===== config.mk =====
export PLATFORM = sky130hd
export DESIGN_NAME = nand_status_reset_cmd_gate
export DESIGN_NICKNAME = d
export VERILOG_FILES = /design/src/nand_ctrl_pkg.sv /design/src/strobe_timer.sv /design/src/nand_status_reset_cmd_gate.sv
export SDC_FILE = /design/constraint.sdc
export NUM_CORES = 1
export LEC_CHECK = 0
export ABC_CLOCK_PERIOD_IN_PS = 3800
export BUFFER_PORTS_ARGS = -buffer_cell sky130_fd_sc_hd__buf_4
export CORE_ASPECT_RATIO = 1.2
export CORE_MARGIN = 2
export CORE_UTILIZATION = 52
export DETAILED_ROUTE_END_ITERATION = 12
export GPL_ROUTABILITY_DRIVEN = 0
export PLACE_DENSITY = 0.84
export SLEW_MARGIN = 20
export SYNTH_ARGS = -nofsm -noshare
export SYNTH_HDL_FRONTEND = slang
export SYNTH_SLANG_ARGS = --single-unit

===== constraint.sdc =====
create_clock -name ref_clk -period 3.8 [get_ports ref_clk]
set_clock_uncertainty 0.15 [all_clocks]
set_input_delay 0.95 -clock ref_clk [delete_from_list [all_inputs] [get_ports ref_clk]]
set_output_delay 0.95 -clock ref_clk [all_outputs]
set_load 0.01 [all_outputs]

===== src/nand_ctrl_pkg.sv =====
`default_nettype none
package nand_ctrl_pkg;
    localparam logic [7:0] CMD_STATUS      = 8'h70;
    localparam logic [7:0] CMD_RESET       = 8'hFF;
    localparam logic [7:0] CMD_READ_ADDR   = 8'h00;
    localparam logic [7:0] CMD_READ_START  = 8'h30;
    localparam logic [7:0] CMD_SERIAL_IN   = 8'h80;
    localparam logic [7:0] CMD_PROGRAM     = 8'h10;
    localparam logic [7:0] CMD_COL_CHANGE  = 8'h05;
    localparam logic [7:0] CMD_READ_COL    = 8'hE0;
    localparam logic [7:0] CMD_ERASE_SETUP = 8'h60;
    localparam logic [7:0] CMD_ERASE_START = 8'hD0;
    localparam logic [7:0] CMD_ID_READ     = 8'h90;
    // status byte bit positions (io_line_1 is bit 0)
    localparam int STAT_FAIL_BIT  = 0;
    localparam int STAT_READY_BIT = 5;
    localparam int STAT_WP_BIT    = 7;
    // fourth id byte fields
    localparam int ID4_PAGE_LSB  = 0;
    localparam int ID4_BLOCK_LSB = 4;
    localparam int ID4_SPARE_LSB = 2;
    localparam int ID4_ORG_BIT   = 6;
    // fifth id byte fields
    localparam int ID5_PLANES_LSB = 2;
    localparam int ID5_PSIZE_LSB  = 4;
    // strobe timing
    localparam int STROBE_NS     = 30;
    localparam int CLK_PERIOD_NS = 10;
    localparam int STROBE_CYC    = (STROBE_NS + CLK_PERIOD_NS - 1) / CLK_PERIOD_NS;
    localparam logic [3:0] STROBE_CNT = 4'(STROBE_CYC);
    localparam logic [7:0] STATUS_RESET = 8'h00;
endpackage
`default_nettype wire


===== src/strobe_timer.sv =====
`default_nettype none
module strobe_timer (
    input  wire logic       ref_clk,
    input  wire logic       reset,
    input  wire logic       start,
    output logic            done
);
    import nand_ctrl_pkg::*;
    logic [3:0] countReg;
    always_ff @(posedge ref_clk) begin
        if (reset) begin
            countReg <= 4'h0;
            done     <= 1'b0;
        end else if (start) begin
            countReg <= STROBE_CNT;
            done     <= 1'b0;
        end else if (countReg == 4'h1) begin
            countReg <= 4'h0;
            done     <= 1'b1;
        end else begin
            done <= 1'b0;
            if (countReg != 4'h0) begin
                countReg <= countReg - 4'h1;
            end
        end
    end
endmodule
`default_nettype wire


===== src/nand_status_reset_cmd_gate.sv =====
// Behaviour
// RULE1: the device runs program and erase with verify on its own, so the host only polls.
// RULE2: after a 70h command the host pulls the status byte with one read strobe.
// RULE3: bit io_line_1 of status is the pass/fail result, used only while ready.
// RULE4: bit io_line_6 of status is 1 when ready and 0 when busy.
// RULE5: bit io_line_8 of status is 0 when write protected and 1 when not.
// RULE6: with a shared ready/busy wire the host polls status to learn each device's state.
// RULE7: a reset command FFh aborts every device operation.
// RULE8: reset during program or erase discharges the high voltage and the device waits.
// RULE9: after power-up the device shows busy on ready_busy_out during initialization.
// RULE10: during power-up initialization the host issues only FFh or 70h.
// RULE11: the host holds write protect active around power-on and power-off.
// RULE12: the host never issues a command outside the defined set.
// RULE13: while busy the host issues only 70h or FFh.
// RULE14: ready_busy_out is open drain and wire-shared, needing a pull-up.
// RULE15: once in status mode the device stays there until a 00h command returns it; the code also leaves status mode on FFh.
// RULE16: fourth and fifth id bytes hold page, block, spare, width, plane count and plane size.
`default_nettype none
module nand_status_reset_cmd_gate (
    input  wire logic       ref_clk,
    input  wire logic       reset,
    input  wire logic       cmdValid,
    input  wire logic [7:0] cmdCode,
    output logic            cmdReady,
    output logic            cmdRejected,
    input  wire logic       statusReq,
    output logic            statusValid,
    output logic [7:0]      statusByte,
    output logic            devReady,
    output logic            opFailed,
    output logic            devProtected,
    input  wire logic       powerGood,
    input  wire logic       writeEnable,
    input  wire logic [7:0] idByte4,
    input  wire logic [7:0] idByte5,
    output logic [1:0]      pageSizeCode,
    output logic [1:0]      blockSizeCode,
    output logic [1:0]      spareSizeCode,
    output logic            wideBus,
    output logic [1:0]      planeCountCode,
    output logic [2:0]      planeSizeCode,
    output logic            cmdLatchEn,
    output logic            addrLatchEn,
    output logic            chipEnable_n,
    output logic            writeStrobe_n,
    output logic            read_strobe_n,
    output logic            writeProtect_n,
    output logic [7:0]      ioOut,
    output logic            ioOe_n,
    input  wire logic [7:0] ioIn,
    input  wire logic       ready_busy_out
);
    import nand_ctrl_pkg::*;

    typedef enum logic [4:0] {
        IDLE    = 5'b00001,
        CMD_LO  = 5'b00010,
        CMD_HI  = 5'b00100,
        RD_LO   = 5'b01000,
        RD_HI   = 5'b10000
    } state_e;

    function automatic logic allowedWhileBusy(input logic [7:0] c);
        return (c == CMD_STATUS) || (c == CMD_RESET); // [RULE10] [RULE13]
    endfunction

    function automatic logic knownCmd(input logic [7:0] c);
        unique case (c)
            CMD_STATUS, CMD_RESET, CMD_READ_ADDR, CMD_READ_START, CMD_SERIAL_IN,
            CMD_PROGRAM, CMD_COL_CHANGE, CMD_READ_COL, CMD_ERASE_SETUP,
            CMD_ERASE_START, CMD_ID_READ: return 1'b1;
            default: return 1'b0;
        endcase
    endfunction

    state_e     stateReg;
    logic [7:0] cmdLatchReg;
    logic       timerStart;
    logic       timerDone;
    logic       busySeen;
    logic       statusModeReg;

    strobe_timer u_timer (
        .ref_clk (ref_clk),
        .reset   (reset),
        .start   (timerStart),
        .done    (timerDone)
    );

    // shared wire: low from any device reads busy [RULE14] [RULE6] [RULE9]
    assign busySeen = ~ready_busy_out;

    always_comb begin
        timerStart = 1'b0;
        unique case (stateReg)
            IDLE:   timerStart = (cmdValid && cmdReady) || (statusReq && cmdReady);
            CMD_LO: timerStart = timerDone;
            RD_LO:  timerStart = timerDone;
            CMD_HI, RD_HI: timerStart = 1'b0;
        endcase
    end

    always_ff @(posedge ref_clk) begin
        if (reset) begin
            stateReg      <= IDLE;
            cmdLatchReg   <= 8'h00;
            cmdReady      <= 1'b0;
            cmdRejected   <= 1'b0;
            statusValid   <= 1'b0;
            cmdLatchEn    <= 1'b0;
            addrLatchEn   <= 1'b0;
            chipEnable_n  <= 1'b1;
            writeStrobe_n <= 1'b1;
            read_strobe_n <= 1'b1;
            ioOut         <= 8'h00;
            ioOe_n        <= 1'b1;
        end else begin
            cmdRejected <= 1'b0;
            statusValid <= 1'b0;
            unique case (stateReg)
                IDLE: begin
                    cmdReady <= 1'b1;
                    if (cmdValid && cmdReady) begin
                        // unknown codes can corrupt data, busy allows only two [RULE12] [RULE13]
                        if (!knownCmd(cmdCode) || (busySeen && !allowedWhileBusy(cmdCode))) begin
                            cmdRejected <= 1'b1;
                        end else begin
                            cmdLatchReg   <= cmdCode;
                            cmdReady      <= 1'b0;
                            chipEnable_n  <= 1'b0;
                            cmdLatchEn    <= 1'b1;
                            writeStrobe_n <= 1'b0;
                            ioOut         <= cmdCode;
                            ioOe_n        <= 1'b0;
                            stateReg      <= CMD_LO;
                        end
                    end else if (statusReq && cmdReady) begin
                        // one read strobe fetches the status byte [RULE2]
                        cmdReady      <= 1'b0;
                        chipEnable_n  <= 1'b0;
                        read_strobe_n <= 1'b0;
                        stateReg      <= RD_LO;
                    end
                end
                CMD_LO: begin
                    if (timerDone) begin
                        writeStrobe_n <= 1'b1; // device latches on rising edge
                        stateReg      <= CMD_HI;
                    end
                end
                CMD_HI: begin
                    if (timerDone) begin
                        cmdLatchEn   <= 1'b0;
                        ioOe_n       <= 1'b1;
                        chipEnable_n <= 1'b1;
                        cmdReady     <= 1'b1;
                        stateReg     <= IDLE;
                    end
                end
                RD_LO: begin
                    if (timerDone) begin
                        read_strobe_n <= 1'b1;
                        statusValid   <= 1'b1;
                        stateReg      <= RD_HI;
                    end
                end
                RD_HI: begin
                    if (timerDone) begin
                        chipEnable_n <= 1'b1;
                        cmdReady     <= 1'b1;
                        stateReg     <= IDLE;
                    end
                end
            endcase
        end
    end

    // status byte captured while read strobe is low, before it rises
    always_ff @(posedge ref_clk) begin
        if (reset) begin
            statusByte   <= STATUS_RESET;
            devReady     <= 1'b0;
            opFailed     <= 1'b0;
            devProtected <= 1'b1;
        end else if (stateReg == RD_LO && timerDone && statusModeReg) begin
            statusByte   <= ioIn;
            devReady     <= ioIn[STAT_READY_BIT]; // [RULE4] [RULE1]
            // fail bit only trusted when ready [RULE3]
            opFailed     <= ioIn[STAT_READY_BIT] & ioIn[STAT_FAIL_BIT];
            devProtected <= ~ioIn[STAT_WP_BIT]; // [RULE5]
        end
    end

    // status mode persists until 00h or FFh; FFh aborts all work [RULE15] [RULE7] [RULE8]
    always_ff @(posedge ref_clk) begin
        if (reset) begin
            statusModeReg <= 1'b0;
        end else if (stateReg == CMD_HI && timerDone) begin
            if (cmdLatchReg == CMD_STATUS) begin
                statusModeReg <= 1'b1;
            end else if (cmdLatchReg == CMD_READ_ADDR || cmdLatchReg == CMD_RESET) begin
                statusModeReg <= 1'b0;
            end
        end
    end

    // write protect held active until supply good and user allows [RULE11]
    always_ff @(posedge ref_clk) begin
        if (reset) begin
            writeProtect_n <= 1'b0;
        end else begin
            writeProtect_n <= powerGood & writeEnable;
        end
    end

    // decode of id bytes four and five [RULE16]
    always_ff @(posedge ref_clk) begin
        if (reset) begin
            pageSizeCode   <= 2'b00;
            blockSizeCode  <= 2'b00;
            spareSizeCode  <= 2'b00;
            wideBus        <= 1'b0;
            planeCountCode <= 2'b00;
            planeSizeCode  <= 3'b000;
        end else begin
            pageSizeCode   <= idByte4[ID4_PAGE_LSB +: 2];
            spareSizeCode  <= idByte4[ID4_SPARE_LSB +: 2];
            blockSizeCode  <= idByte4[ID4_BLOCK_LSB +: 2];
            wideBus        <= idByte4[ID4_ORG_BIT];
            planeCountCode <= idByte5[ID5_PLANES_LSB +: 2];
            planeSizeCode  <= idByte5[ID5_PSIZE_LSB +: 3];
        end
    end
endmodule
`default_nettype wire


Word-level counts from Yosys, hierarchy flattened. Index checks and enable logic that the tools add are counted.

$add $sub $neg: 1. Eq/ne operators: 28. Mux-type cells: 37. Bitwise gates (word level): 8. Reduce and logical (&&, ||, !) cells: 36.

Operator list (number): == test 8 bit (second input constant) (6); two-way mux 5 bit (6); == test 8 x 7 -> 1 bit (second input constant) (3); two-way mux 1 bit (20); case mux 5 bit (4 select lines) (1); zero test 8 bit (2); AND reduction 4 bit (4); case mux 1 bit (2 select lines) (6); OR reduction 11 bit (1); nonzero test 2 bit (5); == test 8 x 3 -> 1 bit (second input constant) (1); == test 8 x 5 -> 1 bit (second input constant) (1); == test 8 x 6 -> 1 bit (second input constant) (1); != test 2 x 1 -> 1 bit (second input constant) (4); != test 2 bit (second input constant) (4); OR reduction 2 bit (4); logical AND 1 bit (6); two-way mux 2 bit (3); != test 3 bit (second input constant) (2); NOT 1 bit (6); OR reduction 3 bit (2); == test 5 x 1 -> 1 bit (second input constant) (1); == test 5 x 2 -> 1 bit (second input constant) (1); == test 5 x 3 -> 1 bit (second input constant) (1); 13 further kinds (19).

Flip-flop bits (word level): 51. Output and inout port bits: 41. Logic and storage cells: 135.

Depth between registers and ports, before layout.
Depth after elaboration: 11. Depth in mapped cells: 7. Gate-level depth less buffers: 6.

Cells and area by module. From an unflattened synthesis, not the netlist that was laid out.

Cell total of the unflattened synthesis: 242. Area total of the unflattened synthesis: 2080.7 sq um.

Modules (own cells, without submodules): nand_status_reset_cmd_gate (times used 1, cells each 215, area an instance 1831.8 sq um); strobe_timer (times used 1, cells each 27, area an instance 249.0 sq um).

Least setup slack after synthesis. Ideal clock, no wire load.

Path kind: in2reg. Start: in cmdCode[0]. End: reg writeStrobe_n. Library setup time: 0.122 ns. Data arrival time: 2.156 ns. Data required time: 3.528 ns. Slack: 1.372 ns. Stages: 5. Cell sequence: or4_1 > o22ai_2 > and2b_4 > o21ai_1 > a221o_1.

Cells in the longest elaborated chain, start to end: 10.

RTL lines: from (decl) (line nand_status_reset_cmd_gate.sv:23) `input wire logic [7:0] cmdCode,`; == test 8 x 7 -> 1 bit, or another cell as far along (line nand_status_reset_cmd_gate.sv:64, nand_status_reset_cmd_gate.sv:68); OR reduction 11 bit (line nand_status_reset_cmd_gate.sv:68) `unique case (c)`; two-way mux 1 bit (line nand_status_reset_cmd_gate.sv:68); two-way mux 1 bit (line nand_status_reset_cmd_gate.sv:123) `if (cmdValid && cmdReady) begin`; two-way mux 1 bit (line nand_status_reset_cmd_gate.sv:120) `unique case (stateReg)`; two-way mux 1 bit (line nand_status_reset_cmd_gate.sv:104) `if (reset) begin`; zero test 1 bit (line nand_status_reset_cmd_gate.sv:125) `if (!knownCmd(cmdCode) || (busySeen && !allowedWhileBusy(cmdCode))) begin`; logical OR 1 bit (*) (line nand_status_reset_cmd_gate.sv:125); != test 2 bit (no line) (*); AND reduction 4 bit (no line) (*); to (signal assigned) (line nand_status_reset_cmd_gate.sv:113) `writeStrobe_n <= 1'b1;`; to (signal assigned) (line nand_status_reset_cmd_gate.sv:132) `writeStrobe_n <= 1'b0;`; to (signal assigned) (line nand_status_reset_cmd_gate.sv:147) `writeStrobe_n <= 1'b1;`; to (decl) (line nand_status_reset_cmd_gate.sv:45) `output logic writeStrobe_n,`.

Every way passes the cells marked *; elsewhere a longest branch is shown, timed or not. The select of a mux whose other input is x is not followed. A chain may end at the register's enable or synchronous reset.

Worst setup path after layout.
Start: in cmdCode[0]. End: reg cmdLatchReg[5].

Cells in the longest elaborated chain, start to end: 10.

RTL lines: == test 8 x 7 -> 1 bit, or another cell as far along (line nand_status_reset_cmd_gate.sv:64, nand_status_reset_cmd_gate.sv:68); OR reduction 11 bit (line nand_status_reset_cmd_gate.sv:68); two-way mux 1 bit (line nand_status_reset_cmd_gate.sv:68); two-way mux 1 bit (line nand_status_reset_cmd_gate.sv:123); two-way mux 1 bit (line nand_status_reset_cmd_gate.sv:120); two-way mux 1 bit (line nand_status_reset_cmd_gate.sv:104); zero test 1 bit (line nand_status_reset_cmd_gate.sv:125); logical OR 1 bit (*) (line nand_status_reset_cmd_gate.sv:125); NOT 1 bit (no line) (*); AND reduction 3 bit (no line) (*); to (signal assigned) (line nand_status_reset_cmd_gate.sv:128) `cmdLatchReg <= cmdCode;`; to (decl) (line nand_status_reset_cmd_gate.sv:77) `logic [7:0] cmdLatchReg;`.

Marked as above.

==> reports/metrics.yaml <==
outcome: "finished, final reports clean"
layout.nets: 349
ir_worst_vdd_v: 0.000252
p_int_uw: 898
required_ns: 3.87
clock_path_buffers: 2
drt-vias-per-instance: 5.49
holdPathEnd: "opFailed"
hold_viol: 0
synth-main-ff-cell: "dfxtp_1"
clock_latency_ns: 0.31
power.net_switching_uw: 371
power_mw: 1.27
cp_slowest_cell: "or4_1"
hp-class: "reg2reg"
finalMaxSlewViolations: 0
path_buf_inv: 1
drtAntennaViolNets: 0
grt_pass1_vias: 1777
area_growth_pct: 30.8
route.detailed.drc: 0
slew_headroom: 0.639
ys_types: 53
whs_ns: 0.306
drive_above_1_share: 0.282
core_area_um2: 3910
fp.dieH_um: 73.8
path_cells: "buf_4 -> or4_1 -> o22ai_2 -> and2b_4 -> o21a_4 -> mux2i_1"
synth_top_cell_area_share: 0.474
start_util: 0.540
io_buffers: 74
synth_nets: 283
synth_area_leaders: "dfxtp_1, nand2_1, nor2b_1"
overflow: 0
nFillCells: 333
setup-violations-final: 0
cap_violations: 0
htree_num_levels: 2
crit_path_max_fanout: 11
drt_wl_total_um: 4830
postCtsSetupBuffers: 0
grt_pass1_wl_um: 7850
ys_seq_area_frac: 0.474
power.share.switching: 0.292
worstReg2RegEnd: "statusByte[5]"
clock_sinks: 50
post-dp-hpwl_um: 3530
antenna_found_initial: 0
power_density_nw_per_um2: 460
synth_seq_cells: 50
cts-root-buf: "clkbuf_8"
whs_path_depth: 2
fin_crit_ns: 2.36
wl_met1_um: 1880
ios: 80
arrival_ns: 2.43
dieArea_um2: 4580
synth_edf_count: 0
endpoint_kind: "flip-flop"
final_core_util: 0.706
cpPeakStageDelay_ns: 0.53
avgSynthCellArea_um2: 8.72
top_layer_used: "met4"
rrSetupSlack_ns: 1.66
cts_tree: "yes"
synthArstFlopShare: 0
n_antenna_cell: 0
clock.fmax_mhz: 425
hold_buffers: 0
die_w_um: 62.1
drt_iter0_drc: 81
worstReg2RegStart: "stateReg[0]"
syn-cell-area_um2: 2110
num_rows: 25
synth_top_area_cell: "dfxtp_1"
synthCells: 242
p_leak_nw: 1.18
clk_pin_slew_ns: 0.09
routed-wl-met2_um: 2550
cts_buffers: 5
crit_family: "simple AND/OR/NAND/NOR gates"
finalCritPeriodShare: 0.620
wire_per_inst_um: 13.3
seqPwrFrac: 0.483
ys_warn_count: 0
rsz0062_at_grt: "no"
cts_resized: 0
pwr-share-comb: 0.233
crit_type: "in2reg"
grt_max_degree: 39
power_frac_clock: 0.284
routed-via-count: 1994
met3_length_um: 278
start_kind: "input port"
hp-start: "opFailed"
fin_tns_setup_ns: 0
dr.pass1.iters: 4
grt_usage: 0.217
ff2ff_path_depth: 5
worst_slew_pin_slew_ns: 0.541
## worst min-delay path, stage by stage (launching register included)
cell	delay (ns)
dfxtp_1	0.32
nand2_1	0.05
a21oi_1	0.05
## cells in the final DEF, fill, tap and decap left out, types with 3 or more instances in the layout
master | Yosys | layout
buf_4 | 2 | 74
dfxtp_1 | 50 | 50
nand2_1 | 36 | 36
nor2_1 | 17 | 17
a21oi_1 | 15 | 15
nor2b_1 | 14 | 14
nand3_1 | 14 | 14
o21ai_0 | 10 | 10
nor3_1 | 8 | 8
and3_1 | 5 | 5
clkbuf_8 | 0 | 5
mux2i_1 | 4 | 4
inv_1 | 3 | 3
## routing by layer
layer,global-route usage,up-vias
met5,0,-
met4,0.119,0
met3,0.0551,12
met2,0.409,65
met1,0.223,936
li1,-,981
## through the flow
step	setup slack, ns	cells	instance area (um2)
2_1_floorplan	1.37	242	2110
3_3_place_gp	1.19	355	2650
3_5_place_dp	1.17	355	2650
4_1_cts	1.46	363	2760
5_1_grt	1.40	363	2760
6_report	1.44	363	2760
## area by class of cell
| cell class | instances | area (um2) | area share |
|---|---|---|---|
| clock buffer | 7 | 76.3 | 0.0277 |
| clock inverter | 1 | 30.0 | 0.0109 |
| inverter | 3 | 11.3 | 0.00408 |
| multi-input combinational | 174 | 1020 | 0.369 |
| sequential | 50 | 1000 | 0.363 |
| tap | 54 | 67.6 | 0.0245 |
| timing repair buffer | 74 | 556 | 0.201 |
## worst max-delay path by stage
stage	start	to	slack [ns]	depth (start not counted)
finish	cmdCode[0]	cmdLatchReg[5]	1.44	6
global route	cmdCode[0]	cmdLatchReg[5]	1.40	6
CTS	cmdCode[0]	cmdLatchReg[5]	1.46	6
detailed placement	cmdCode[0]	cmdLatchReg[7]	1.17	6
global placement	cmdCode[0]	writeStrobe_n	1.19	6
floorplan	cmdCode[0]	writeStrobe_n	1.37	5
## synth_stat cells (2+ instances only)
| library cell | n |
|---|---|
| a211oi_1 | 2 |
| a21o_1 | 2 |
| a21oi_1 | 15 |
| a31oi_1 | 2 |
| and3_1 | 5 |
| buf_2 | 3 |
| buf_4 | 2 |
| clkbuf_1 | 9 |
| dfxtp_1 | 50 |
| ha_1 | 2 |
| inv_1 | 3 |
| mux2i_1 | 4 |
| nand2_1 | 36 |
| nand3_1 | 14 |
| nand3b_1 | 2 |
| nand4_1 | 2 |
| nor2_1 | 17 |
| nor2b_1 | 14 |
| nor3_1 | 8 |
| nor4_1 | 2 |
| nor4b_1 | 2 |
| o2111ai_1 | 2 |
| o211ai_1 | 2 |
| o21ai_0 | 10 |
| o21ai_1 | 2 |
| or3_1 | 2 |
| or4_1 | 2 |
## sequential cells by signal, summed over array words and instances, names as in the netlist, 2 cells and up
register          count
cmdLatchReg           8
statusByte            8
stateReg              5
u_timer.countReg      4
planeSizeCode         3
blockSizeCode         2
pageSizeCode          2
planeCountCode        2
spareSizeCode         2
## cells by family (layout without fill, tap and decap cells)
group	count (synthesis)	count (layout)	share of synthesized area
adder cells (fa/ha/maj)	2	2	0.0119
other	1	1	0.00178
flip-flops	50	50	0.474
buffers and inverters	18	85	0.0427
XOR/XNOR	2	2	0.00831
AND/OR/NAND/NOR	115	115	0.281
multiplexers	5	5	0.0243
AO/OA/AOI/OAI	49	49	0.155
## power groups by stage
stage	registers, mW	logic (mW)	clock network, mW
3_3_place_gp	0.622	0.281	0
5_1_grt	0.619	0.334	0.393
6_report	0.612	0.296	0.360
3_5_place_dp	0.623	0.293	0
4_1_cts	0.611	0.295	0.370
2_1_floorplan	0.607	0.211	0
(Power assumes the default switching activity.)
